## src/hdl/ccd_seq_pkg.sv

```systemverilog
// package: timing constants, modes and pin carrier types for the ccd clock sequencer
package ccd_seq_pkg;
  localparam int CLK_MHZ        = 50;
  // minimum interval times in nanoseconds
  localparam int T_PD_NS        = 1000;
  localparam int T_3P_NS        = 4000;
  localparam int T_3D_NS        = 4000;
  localparam int T_D_NS         = 1000;
  localparam int T_V_NS         = 1000;
  localparam int T_HS_NS        = 200;
  localparam int T_HE_NS        = 25;
  localparam int T_R_PS         = 2500; // reset pulse, picoseconds; under one cycle
  // least times round up to whole cycles
  localparam int CYC_PD         = (T_PD_NS * CLK_MHZ + 999) / 1000;
  localparam int CYC_3P         = (T_3P_NS * CLK_MHZ + 999) / 1000;
  localparam int CYC_3D         = (T_3D_NS * CLK_MHZ + 999) / 1000;
  localparam int CYC_D          = (T_D_NS * CLK_MHZ + 999) / 1000;
  localparam int CYC_V          = (T_V_NS * CLK_MHZ + 999) / 1000;
  localparam int CYC_HS         = (T_HS_NS * CLK_MHZ + 999) / 1000;
  localparam int CYC_HE         = (T_HE_NS * CLK_MHZ + 999) / 1000;
  localparam int LINES_SHORT    = 572;
  localparam int LINES_LONG     = 1144;
  localparam int PIX_SHORT      = 1013;
  localparam int PIX_LONG       = 2026;

  typedef enum logic [1:0] {
    MODE_QUAD, MODE_DUAL_AB, MODE_DUAL_AC, MODE_SINGLE
  } readout_mode_t;

  // one horizontal output register group
  typedef struct packed {
    logic h1s;
    logic h1b;
    logic h2s;
    logic h2b;
    logic horiz_last_phase_two;
    logic rst;
  } horiz_pins_t;

  // vertical phases: bits [3:0] = phases four..one; phase one has a third level
  typedef struct packed {
    logic [3:0] top;
    logic [3:0] bot;
    logic       top_p1_high;
    logic       bot_p1_high;
  } vert_pins_t;

  function automatic int cyc_max(input int a, input int b);
    return (a > b) ? a : b;
  endfunction : cyc_max
endpackage : ccd_seq_pkg
```

## src/hdl/ccd_readout_pattern_sequencer.sv

```systemverilog
// timing generator driving the vertical and horizontal clocks of an interline ccd
`timescale 1ns/100ps
// Functional notes
// - every clocked pin gets one of seven patterns chosen by readout mode
// - top phases copy bottom in quad and dual a/c, else bottom 1,4,3,2; bottom fixed
// - h1 pins pattern five, h2 pins pattern six, resets seven, with mode swaps
// - unused c/d registers either keep clocking or sit at the off level
// - slower c/d clocking must be an integer multiple of a/b frequency
// - last phase-two clock copies its output's phase-two storage pattern
// - at least 572 or 1144 lines per frame depending on mode
// - vertical rising edges coincide with or slightly lead falling edges
// - keep that alignment where phase one drops high to mid as four rises
// - at least 1013 or 2026 pixel counts per row depending on mode
module ccd_readout_pattern_sequencer #(
  parameter int CW = 24
) (
  input  wire logic                      clk,
  input  wire logic                      reset,
  input  wire logic                      start,
  input  wire ccd_seq_pkg::readout_mode_t mode,
  input  wire logic                      cd_off,
  input  wire logic [CW-1:0]             t_pd,
  input  wire logic [CW-1:0]             t_ped,
  input  wire logic [CW-1:0]             t_vx,
  input  wire logic [CW-1:0]             t_hs,
  input  wire logic [15:0]               lines,
  input  wire logic [15:0]               pixels,
  output ccd_seq_pkg::vert_pins_t        vert,
  output ccd_seq_pkg::horiz_pins_t       hor_a,
  output ccd_seq_pkg::horiz_pins_t       hor_b,
  output ccd_seq_pkg::horiz_pins_t       hor_c,
  output ccd_seq_pkg::horiz_pins_t       hor_d,
  output logic                           busy,
  output logic                           frame_done
);
  import ccd_seq_pkg::*;

  if (CW < 12) begin : g_cw_check
    $error("counter width too small for minimum intervals");
  end

  // ---------------------------------------------------------------
  // frame sequencing
  // ---------------------------------------------------------------
  typedef enum logic [2:0] {
    ST_IDLE, ST_PD_LEAD, ST_PD_HIGH, ST_PD_TRAIL, ST_VXFER, ST_HDELAY, ST_PIXEL
  } seq_state_t;

  seq_state_t       state_r, state_nxt;
  logic [CW-1:0]    cnt_r;
  logic [15:0]      line_r;
  logic [15:0]      pix_r;
  logic [2:0]       vstep_r;
  logic             hph_r;
  readout_mode_t    mode_r;
  logic             cdoff_r;
  logic             done_r;
  logic [7:0]       pd_len_r;

  // intervals clamp up to their minimum; a short setting is never honoured
  wire logic long_mode   = (mode_r == MODE_DUAL_AB) || (mode_r == MODE_SINGLE);
  wire logic [CW-1:0] w_pd  = CW'(cyc_max(int'(t_pd), CYC_PD));
  wire logic [CW-1:0] w_ped = CW'(cyc_max(int'(t_ped), cyc_max(CYC_3P, CYC_3D)));
  wire logic [CW-1:0] w_vx  = CW'(cyc_max(int'(t_vx), cyc_max(CYC_V, CYC_D)));
  wire logic [CW-1:0] w_hs  = CW'(cyc_max(int'(t_hs), CYC_HS));
  wire logic [15:0] min_lines = long_mode ? 16'(LINES_LONG) : 16'(LINES_SHORT);
  wire logic [15:0] min_pix   = long_mode ? 16'(PIX_LONG) : 16'(PIX_SHORT);
  wire logic [15:0] n_lines   = (lines > min_lines) ? lines : min_lines;
  wire logic [15:0] n_pix     = (pixels > min_pix) ? pixels : min_pix;
  wire logic        cnt_end   = (cnt_r == '0);
  wire logic        last_pix  = (pix_r == n_pix - 16'h1) && hph_r;
  wire logic        last_line = (line_r == n_lines - 16'h1);
  wire logic        vx_last   = (vstep_r == 3'h3);

  // frame = photodiode transfer, then lines of vertical step plus pixel burst
  always_comb begin
    state_nxt = state_r;
    case (state_r)
      ST_IDLE:     if (start) state_nxt = ST_PD_LEAD;
      ST_PD_LEAD:  if (cnt_end) state_nxt = ST_PD_HIGH;
      ST_PD_HIGH:  if (cnt_end) state_nxt = ST_PD_TRAIL;
      ST_PD_TRAIL: if (cnt_end) state_nxt = ST_VXFER;
      ST_VXFER:    if (cnt_end && vx_last) state_nxt = ST_HDELAY;
      ST_HDELAY:   if (cnt_end) state_nxt = ST_PIXEL;
      ST_PIXEL:    if (cnt_end && last_pix) state_nxt = last_line ? ST_IDLE : ST_VXFER;
      default:     state_nxt = ST_IDLE;
    endcase
  end

  wire logic st_chg = (state_nxt != state_r);
  wire logic [CW-1:0] load_val =
      (state_nxt == ST_PD_HIGH) ? w_pd  :
      (state_nxt == ST_VXFER)   ? w_vx  :
      (state_nxt == ST_HDELAY)  ? w_hs  :
      (state_nxt == ST_PIXEL)   ? CW'(CYC_HE) : w_ped;

  always_ff @(posedge clk) begin
    if (reset) begin
      state_r <= ST_IDLE;
      cnt_r   <= '0;
      line_r  <= '0;
      pix_r   <= '0;
      vstep_r <= '0;
      hph_r   <= 1'b0;
      mode_r  <= MODE_QUAD;
      cdoff_r <= 1'b0;
      done_r  <= 1'b0;
    end else begin
      state_r <= state_nxt;
      done_r  <= (state_r == ST_PIXEL) && (state_nxt == ST_IDLE);
      if (state_r == ST_IDLE && start) begin
        mode_r  <= mode;
        cdoff_r <= cd_off;
        line_r  <= '0;
      end
      if (st_chg || (cnt_end && state_r != ST_IDLE)) cnt_r <= load_val - CW'(1);
      else if (!cnt_end) cnt_r <= cnt_r - CW'(1);
      if (state_r == ST_VXFER && cnt_end) vstep_r <= vstep_r + 3'h1;
      if (state_r != ST_VXFER) vstep_r <= '0;
      if (state_r == ST_PIXEL && cnt_end) begin
        hph_r <= ~hph_r;
        if (hph_r) pix_r <= pix_r + 16'h1;
      end
      if (state_r != ST_PIXEL) begin
        hph_r <= 1'b0;
        pix_r <= '0;
      end
      if (state_r == ST_PIXEL && state_nxt == ST_VXFER) line_r <= line_r + 16'h1;
    end
  end

  // cycles spent in the photodiode transfer, saturating; only the checks read it
  always_ff @(posedge clk) begin
    if (reset || state_r != ST_PD_HIGH) pd_len_r <= '0;
    else if (pd_len_r != 8'hff) pd_len_r <= pd_len_r + 8'h1;
  end

  // ---------------------------------------------------------------
  // pattern generation
  // ---------------------------------------------------------------
  // vertical steps: rising phase switches in the same step the falling one does,
  // so each rise coincides with a fall
  logic [3:0] vpat;
  always_comb begin
    case (vstep_r)
      3'h0:    vpat = 4'b1001;
      3'h1:    vpat = 4'b1100;
      3'h2:    vpat = 4'b0110;
      3'h3:    vpat = 4'b0011;
      default: vpat = 4'b1001;
    endcase
  end
  wire logic in_pd  = (state_r == ST_PD_LEAD) || (state_r == ST_PD_HIGH) ||
                      (state_r == ST_PD_TRAIL);
  // in the pedestals phase one stays mid; the high level only in between;
  // phase four rises in the same step as phase one leaves high
  wire logic [3:0] pat_b = in_pd ? {(state_r == ST_PD_TRAIL), 2'b00, 1'b1} :
                           (state_r == ST_VXFER) ? vpat : 4'b1001;
  // top side in dual a/b and single swaps phases two and four
  wire logic [3:0] pat_t_ab = {pat_b[1], pat_b[2], pat_b[3], pat_b[0]};
  wire logic top_same = (mode_r == MODE_QUAD) || (mode_r == MODE_DUAL_AC);

  // horizontal patterns five and six; seven is a reset pulse per pixel
  wire logic p5 = (state_r == ST_PIXEL) ? ~hph_r : 1'b1;
  wire logic p6 = ~p5;
  wire logic p7 = (state_r == ST_PIXEL) && ~hph_r && (cnt_r != '0);
  wire logic cd_hold = cdoff_r && (mode_r != MODE_QUAD);

  function automatic horiz_pins_t mk_h(input logic a1, input logic a2, input logic r,
                                        input logic off);
    horiz_pins_t h;
    h.h1s  = off | a1;
    h.h1b  = off | a1;
    h.h2s  = off | a2;
    h.h2b  = off | a2;
    h.horiz_last_phase_two = off | a2;   // last phase follows storage phase two
    h.rst  = off | r;
    return h;
  endfunction : mk_h

  wire logic swap_b = (mode_r == MODE_DUAL_AC) || (mode_r == MODE_SINGLE);
  wire logic d_cross = (mode_r == MODE_DUAL_AC);
  horiz_pins_t hb_w, hd_w;
  always_comb begin
    hb_w = mk_h(p5, p6, p7, 1'b0);
    if (swap_b) begin
      hb_w.h1b = p6;
      hb_w.h2b = p5;
    end
    // c/d share a/b timing so any slower clock would be a whole multiple
    hd_w = mk_h(p5, p6, p7, cd_hold && !d_cross);
    if (d_cross) begin
      hd_w.h1b = p6;
      hd_w.h2b = p5;
    end
  end
  wire logic rb_off = cd_hold && swap_b;

  always_ff @(posedge clk) begin
    if (reset) begin
      vert  <= '0;
      hor_a <= '0;
      hor_b <= '0;
      hor_c <= '0;
      hor_d <= '0;
    end else begin
      vert.bot         <= pat_b;
      vert.bot_p1_high <= (state_r == ST_PD_HIGH);
      vert.top         <= top_same ? pat_b : pat_t_ab;
      vert.top_p1_high <= (state_r == ST_PD_HIGH);
      hor_a <= mk_h(p5, p6, p7, 1'b0);
      hor_b <= hb_w;
      hor_b.rst <= rb_off | p7;
      hor_c <= mk_h(p5, p6, p7, cd_hold && (mode_r != MODE_DUAL_AC));
      hor_d <= hd_w;
      hor_d.rst <= (cd_hold || cdoff_r && mode_r == MODE_DUAL_AC) | p7;
    end
  end

  assign busy       = (state_r != ST_IDLE);
  assign frame_done = done_r;

  // ---------------------------------------------------------------
  // checks
  // ---------------------------------------------------------------
  AST_LINE_COUNT: assert property (@(posedge clk) disable iff (reset)
    (state_r == ST_PIXEL && state_nxt == ST_IDLE) |-> (line_r + 16'h1 >= min_lines))
    else $error("frame ended short of minimum lines");
  AST_PIX_COUNT: assert property (@(posedge clk) disable iff (reset)
    (state_r == ST_PIXEL && state_nxt != ST_PIXEL) |-> (pix_r + 16'h1 >= min_pix))
    else $error("line ended short of minimum pixels");
  AST_HSL_FOLLOW: assert property (@(posedge clk) disable iff (reset)
    hor_a.horiz_last_phase_two == hor_a.h2s)
    else $error("last phase two differs from storage phase two");
  AST_H_COMPL: assert property (@(posedge clk) disable iff (reset)
    busy ##1 1'b1 |-> hor_a.h1s != hor_a.h2s)
    else $error("horizontal phases not complementary");
  AST_TOP_MAP: assert property (@(posedge clk) disable iff (reset)
    vert.top == ($past(top_same) ? vert.bot
                 : {vert.bot[1], vert.bot[2], vert.bot[3], vert.bot[0]}))
    else $error("top phases do not follow the mode mapping");
  AST_PD_WIDTH: assert property (@(posedge clk) disable iff (reset)
    (state_r == ST_PD_HIGH && state_nxt != ST_PD_HIGH) |-> (pd_len_r >= 8'(CYC_PD - 1)))
    else $error("photodiode transfer shorter than minimum");
  AST_CD_OFF: assert property (@(posedge clk) disable iff (reset)
    (cd_hold && mode_r == MODE_DUAL_AB) |=> (hor_c.h1s && hor_c.h2s && hor_c.rst))
    else $error("unused c register not held off");
  AST_V_ALIGN: assert property (@(posedge clk) disable iff (reset)
    ($changed(vert.bot) && state_r == ST_VXFER) |-> ($countones(vert.bot) == 2))
    else $error("vertical rise not aligned with fall");
endmodule : ccd_readout_pattern_sequencer

```

## config.mk

```make
export PLATFORM = sky130hd
export DESIGN_NAME = ccd_readout_pattern_sequencer
export DESIGN_NICKNAME = d
export VERILOG_FILES = /design/src/hdl/ccd_seq_pkg.sv /design/src/hdl/ccd_readout_pattern_sequencer.sv
export SDC_FILE = /design/constraint.sdc
export NUM_CORES = 1
export LEC_CHECK = 0
export BUFFER_PORTS_ARGS = -buffer_cell sky130_fd_sc_hd__buf_2
export CAP_MARGIN = 20
export CELL_PAD_IN_SITES_DETAIL_PLACEMENT = 1
export CELL_PAD_IN_SITES_GLOBAL_PLACEMENT = 1
export CORE_UTILIZATION = 43
export CTS_BUF_LIST = sky130_fd_sc_hd__clkbuf_4
export DETAILED_ROUTE_END_ITERATION = 8
export PLACE_DENSITY_LB_ADDON = 0.1
export SYNTH_ARGS = -nofsm -noshare
export SYNTH_HDL_FRONTEND = slang
export SYNTH_SLANG_ARGS = --single-unit
```

## constraint.sdc

```tcl
create_clock -name clk -period 14.4 [get_ports clk]
set_input_delay 3.6 -clock clk [delete_from_list [all_inputs] [get_ports clk]]
set_output_delay 3.6 -clock clk [all_outputs]
set_load 0.05 [all_outputs]
```

==> results of run 1 <==
-- sequential cells by signal, summed over array words and instances (netlist names) --
signal	flops
mode_r	2
state_r	3
hor_d	3
vstep_r	3
pix_r	16
cdoff_r	1
vert	7
hor_a	1
frame_done	1
hor_c	3
hor_b	5
cnt_r	24
hph_r	1
line_r	16
-- worst min-delay path, stage by stage (launching register included) --
cell	delay [ns]
dfxtp_1	0.33
nor2_1	0.10
a211oi_1	0.05
-- metrics by stage --
step | cells | instance area [sq um] | hold slack, ns
after floorplan | 975 | 7170 | 0.458
after global placement | 1307 | 8080 | 0.480
after detailed placement | 1307 | 8080 | 0.495
after CTS | 1322 | 8210 | 0.515
after global routing | 1323 | 8220 | 0.561
final | 1323 | 8220 | 0.508
-- area by class of cell --
cell class | instances | share of cell area [%]
inverter | 24 | 1.10
timing repair buffer | 181 | 11.4
clock buffer | 9 | 0.822
tap | 216 | 3.29
multi-input combinational | 800 | 61.6
sequential | 86 | 21.0
antenna | 1 | 0.0305
clock inverter | 6 | 0.838
-- metal layers --
layer | up-vias | share of wire [%] | track usage [%]
met4 | 0 | 4.3 | 16.5
met2 | 443 | 44 | 51.0
li1 | 3904 | - | -
met5 | - | 0 | 0
met1 | 4049 | 44 | 43.8
met3 | 86 | 7.8 | 6.71
-- power by group through the flow --
stage	logic [uW]	registers, uW	clock network, uW
6_report	200	262	147
5_1_grt	214	263	162
4_1_cts	195	261	150
3_5_place_dp	194	266	0
3_3_place_gp	193	266	0
2_1_floorplan	119	269	0
-- layout by cell type, fill, tap and decap left out, drive strengths merged, types with 7 or more instances in the layout --
cell type / instances
inv: 26
and3: 19
xor2: 29
or2: 7
ha: 19
a31oi: 8
nor2b: 10
nand2: 93
nand2b: 10
dfxtp: 86
nor4: 43
mux2i: 13
xnor2: 25
nand4: 12
buf: 181
nor3: 40
a221oi: 11
nand3: 34
a21o: 9
o211ai: 9
nand4b: 8
nor2: 111
o21ai: 48
a21oi: 73
nand3b: 19
a211oi: 12
or3: 14
clkbuf: 9
a32o: 11
and2: 11
o221ai: 8
-- cell families after synthesis --
logic type,count (synthesis)
mux,15
simple gates,458
xor+xnor,54
buf+inv,89
compound gates,254
flops,86
fa+ha+maj,19
-- worst min path at each step --
stage                       to  slack [ns]  cells after the start
detailed placement  vstep_r[2]        0.49                      2
floorplan           line_r[15]        0.46                      1
global placement    line_r[15]        0.48                      1
global route        line_r[15]        0.56                      1
finish              vstep_r[2]        0.51                      2
CTS                 vstep_r[2]        0.51                      2
==> impl_metrics.toml, run 1 <==
[outcome]
status = "completed"

[synthesis]
syn_area_sq_um = 7170
synth-simple-area-share_pct = 33.9
synth_top_family_by_area = "simple AND/OR/NAND/NOR gates"
post-synth-top-area-fraction_pct = 24.0
avgSynthCellArea_sq_um = 7.36
synthMuxAreaShare_pct = 2.13
synth_area_leader_cell = "dfxtp_1"
yosys-top-cells-count = "111 x nor2_1, 92 x nand2_1, 86 x dfxtp_1, 73 x a21oi_1, 46 x o21ai_0"
ys_ff_latch = 86
syn_nets = 1128
synthXorXnorAreaFrac_pct = 6.59
synth_compound_area_share_pct = 24.5
yosysSeqAreaShare_pct = 24.0
ys.flop_type = "dfxtp_1"
syn_inst = 975
synthArstFlopShare_pct = 0
synth-edff-count = 0
yosysWarnings = 0
yosysMostFrequentCell = "nor2_1"
netlist-cell-type-count = 79
synth_fa_ha_area_share_pct = 3.31
synthTopCellsByArea = "dfxtp_1 24%, nor2_1 5.8%, a21oi_1 5.1%, nand2_1 4.8%, xor2_1 3.5%"

[flow_run]
drv_cap = 0

[die]
die_area_sq_um = 17200
row_count = 46
start_util_pct = 44.7
die_w_um = 131
design.core.area_sq_um = 16100
boundaryPins = 170
die_y_um = 131

[setup_path]
cp_top_family = "compound AO/OA/AOI/OAI gates"
rr_worst_depth = 22
crit_type = "primary input to flop"
rr_startpoint = "mode_r[0]"
path_cells = "buf_2 -> ha_1 -> nand2_1 -> nor2_1 -> mux2i_1 -> a21o_1 -> nor2_1 -> a21oi_1 -> ha_1 -> nand3_1 -> a311o_1 -> a211o_1 -> a2111oi_1 -> o22ai_1 -> nor3_2 -> o2111ai_2 -> nor3_1 -> o31ai_1 -> nand4bb_1 -> or4_1 -> o311ai_0 -> nand2_1"
arrival_ns = 10.33
crit_cells = 22
slowest_delay_ns = 0.71
critPathBufInv = 1
crit_path_max_fanout = 12
regToRegSetupSlack_ns = 6.69
r2r-end = "cnt_r[21]"
required_ns = 14.75
cp-startpoint = "pixels[10]"
critPathLaunchType = "primary input"
slowest_stage = "or4_1"
setup.worst_path.end_class = "flop"
worstSetupEndpoint = "cnt_r[21]"

[pwr]
power_leakage_uw = 0.00327
power.density_nw_per_um2 = 74.0
power_uw = 608
p_sw_uw = 232
intPower_uw = 376
p_seq_share_pct = 43.0
power_frac_clock_pct = 24.1
p_sw_share_pct = 38.2
irDropWorstVdd_mv = 0.0338
combPwrFrac_pct = 32.9

[global_routing]
grt_usage_pct = 33.2
grt_overflow = 0
grt_pass1_vias = 8183
grt_max_degree = 40
grt_pass1_wl_um = 45400
antenna_found_initial = 1

[drt]
drc_errors = 0
drt_iter0_drc = 705
vias = 8482
postRouteWirelength_um = 28700
wire_per_inst_um = 21.7
via_per_inst = 6.41
detail-route-antenna-nets = 0
drt_pre_antenna_iters = 7

[cts]
cts_root_buf = "clkbuf_4"
cts_tree = "done"
cts_hold_buf = 0
post_cts_buffers = 0
numCtsBuffers = 9
cts_max_level = 3
clock_sinks = 86
clkTransAtPathRegs_ns = 0.14
clk_path_buf_depth = 2
postCtsResizedCells = 0
clock_latency_ns = 0.47

[timing]
drv_slew = 0
fmax_ghz = 0.100
final-setup-viol-count = 0
rsz0062_at_grt = "no"
fin_crit_ns = 9.98
min_period_over_period_pct = 69.3
slew-limit-headroom_pct = 32.3
skew_ns = 0.0173
finalHoldViolations = 0
layout_setup_ws_ns = 4.42
tightest_slew_ns = 1.02
setup_tns_ns = 0

[finish]
multi_input_area_sq_um = 5060
drive_above_1_share_pct = 20.0
final_core_utilization_pct = 51.2
area_growth_pct = 14.5
fill_cells = 2150
nets = 1255
regArea_sq_um = 1720

[place]
place_hpwl_um = 22300
gp_congestion = 0.999
port-buffer-count = 169
pre_cts_ws_ns = 4.15

[worst_hold_path]
hold_class = "flop to flop"
hp-start = "vstep_r[2]"
Power figures use the tool's default switching activity.
==> inputs of run 2 (changes only) <==
--- a/config.mk
+++ b/config.mk
@@ -9,7 +9,7 @@
 export CAP_MARGIN = 20
 export CELL_PAD_IN_SITES_DETAIL_PLACEMENT = 1
 export CELL_PAD_IN_SITES_GLOBAL_PLACEMENT = 1
-export CORE_UTILIZATION = 43
+export CORE_UTILIZATION = 36
 export CTS_BUF_LIST = sky130_fd_sc_hd__clkbuf_4
 export DETAILED_ROUTE_END_ITERATION = 8
 export PLACE_DENSITY_LB_ADDON = 0.1
==> constraint.sdc (replaced) <==
create_clock -name clk -period 8.8 [get_ports clk]
set_input_delay 2.2 -clock clk [delete_from_list [all_inputs] [get_ports clk]]
set_output_delay 2.2 -clock clk [all_outputs]
set_load 0.05 [all_outputs]
==> impl_metrics.toml, run 2 (synthesized netlist as in run 1, its figures left out) <==
[finish]
area_growth_pct = 16.4
drive_above_1_share_pct = 20.8
nets = 1264
final_common_cell = "buf_2"
finalNonFillerCells = 1382
reg.largest.list = "cnt_r: 24 flops, line_r: 16 flops, pix_r: 16 flops"
largest_reg_flops = 24
largest_register = "cnt_r"
final_cell_mix = "169 x buf_2, 111 x nor2_1, 92 x nand2_1"
final_core_utilization_pct = 42.8

[flow_run]
drv_cap = 0

[setup_path]
critPathLaunchType = "primary input"
crit_type = "primary input to flop"
rr_worst_depth = 22
regToRegSetupSlack_ns = 1.65
crit_path_max_fanout = 10
arrival_ns = 8.36
path_cells = "buf_2 -> ha_1 -> nand2_1 -> nor2_1 -> mux2i_1 -> a21o_1 -> nor2_1 -> a21oi_1 -> ha_1 -> nand3_1 -> a311o_1 -> a211o_1 -> a2111oi_1 -> o22ai_1 -> nor3_2 -> o2111ai_2 -> nor3_1 -> o31ai_1 -> nand4bb_1 -> or4_1 -> o311ai_0 -> nand2_1"
r2r-end = "cnt_r[21]"
slowest_stage = "or4_1"
rr_startpoint = "mode_r[0]"
slowest_delay_ns = 0.68
required_ns = 9.19
setup.worst_path.end_class = "flop"

[die]
die_area_sq_um = 20500
row_count = 51
die_y_um = 143
design.core.area_sq_um = 19500
die_w_um = 143
start_util_pct = 36.7
boundaryPins = 170

[cts]
clock_sinks = 86
postCtsResizedCells = 0
clkTransAtPathRegs_ns = 0.18
cts_hold_buf = 0
numCtsBuffers = 9
cts_tree = "done"
cts_root_buf = "clkbuf_4"
post_cts_buffers = 0
cts_max_level = 3
clock_latency_ns = 0.51
clk_path_buf_depth = 2

[global_routing]
busiest_layer = "met2"
use_met2_pct = 45.7
grt_max_degree = 40
antenna_found_initial = 1
met3_usage_pct = 5.63
grt_usage_pct = 27.5
grt_pass1_wl_um = 42900
use_met1_pct = 35.5
grt_overflow = 0
grt_pass1_vias = 7891

[place]
place_hpwl_um = 22600
dp_cells = 1365
port-buffer-count = 169
gp_congestion = 0.963

[timing]
fin_crit_ns = 7.97
slew-limit-headroom_pct = 29.1
fmax_ghz = 0.125
skew_ns = 0.0287
drv_slew = 0
rsz0062_at_grt = "no"
setup_tns_ns = 0
min_period_over_period_pct = 90.6
final-setup-viol-count = 0
finalHoldViolations = 0
tightest_slew_ns = 1.06

[drt]
vias = 8276
detail-route-antenna-nets = 0
via_per_inst = 5.99
drt_iter0_drc = 555
postRouteWirelength_um = 28300
drt_pre_antenna_iters = 5
drc_errors = 0
wire_per_inst_um = 20.5

[pwr]
p_seq_share_pct = 42.5
irDropWorstVdd_mv = 0.0628
p_sw_share_pct = 40.2
power_uw = 1000
power.density_nw_per_um2 = 120
power_leakage_uw = 0.00331
intPower_uw = 601
power_frac_clock_pct = 24.4
combPwrFrac_pct = 33.1
p_sw_uw = 404

[worst_hold_path]
holdPathEnd = "line_r[15]"
hold_class = "flop to flop"
hold_depth = 1
hp-start = "line_r[15]"

[outcome]
status = "completed"
-- run 2: cell count changes in the layout (fill, tap and decap cells not counted) --
| cell | delta |
|---|---|
| inv_8 | +3 |
| inv_6 | -2 |
| clkinvlp_4 | +2 |
| clkinv_1 | -1 |
| bufinv_16 | -1 |
| clkinv_8 | +1 |
| buf_4 | +9 |
| clkinv_4 | -1 |
-- run 2: area by class of cell --
cell class                 instances  area, sq um
sequential                        86         1720
multi-input combinational        800         5060
clock inverter                     7         73.8
timing repair buffer             190         1000
inverter                          24         90.1
fill                            2526        11200
antenna                            1         2.50
clock buffer                       9         67.6
tap                              265          332
-- run 2: worst max-delay path by stage --
stage,slack (ns),startpoint,end,cells past startpoint
after global routing,0.39,lines[6],cnt_r[14],21
after detailed placement,0.42,pixels[10],cnt_r[21],22
final,0.83,pixels[10],cnt_r[21],22
after CTS,0.92,lines[6],cnt_r[14],21
after floorplan,1.21,lines[6],cnt_r[14],22
after global placement,0.56,lines[6],cnt_r[14],21
-- run 2: worst max-delay path, delay by kind of cell --
family          cells  cell delay, ns
compound gates      9            2.63
simple gates        9            2.37
fa+ha+maj           2            0.69
mux                 1            0.28
buf+inv             1            0.16
-- run 2: metrics by stage --
| stage | hold WS [ns] | instance area (sq um) | setup WS [ns] |
|---|---|---|---|
| after floorplan | 0.458 | 7170 | 1.21 |
| after CTS | 0.508 | 8350 | 0.922 |
| final | 0.505 | 8350 | 0.827 |
| after global placement | 0.485 | 8210 | 0.561 |
| after detailed placement | 0.485 | 8210 | 0.416 |
| after global routing | 0.537 | 8350 | 0.388 |
-- run 2: metal layers --
| metal | wire length, um | part of all wire [%] |
|---|---|---|
| met2 | 13200 | 47 |
| met4 | 704 | 2.5 |
| met1 | 12600 | 44 |
| met5 | 0 | 0 |
| met3 | 1850 | 6.5 |
-- run 2: power by group through the flow --
stage / combinational, uW / sequential (uW) / clock [uW]
after floorplan: 194 / 440 / 0
after global placement: 325 / 435 / 0
after detailed placement: 326 / 435 / 0
after CTS: 328 / 427 / 251
after global routing: 358 / 430 / 264
final: 332 / 427 / 245
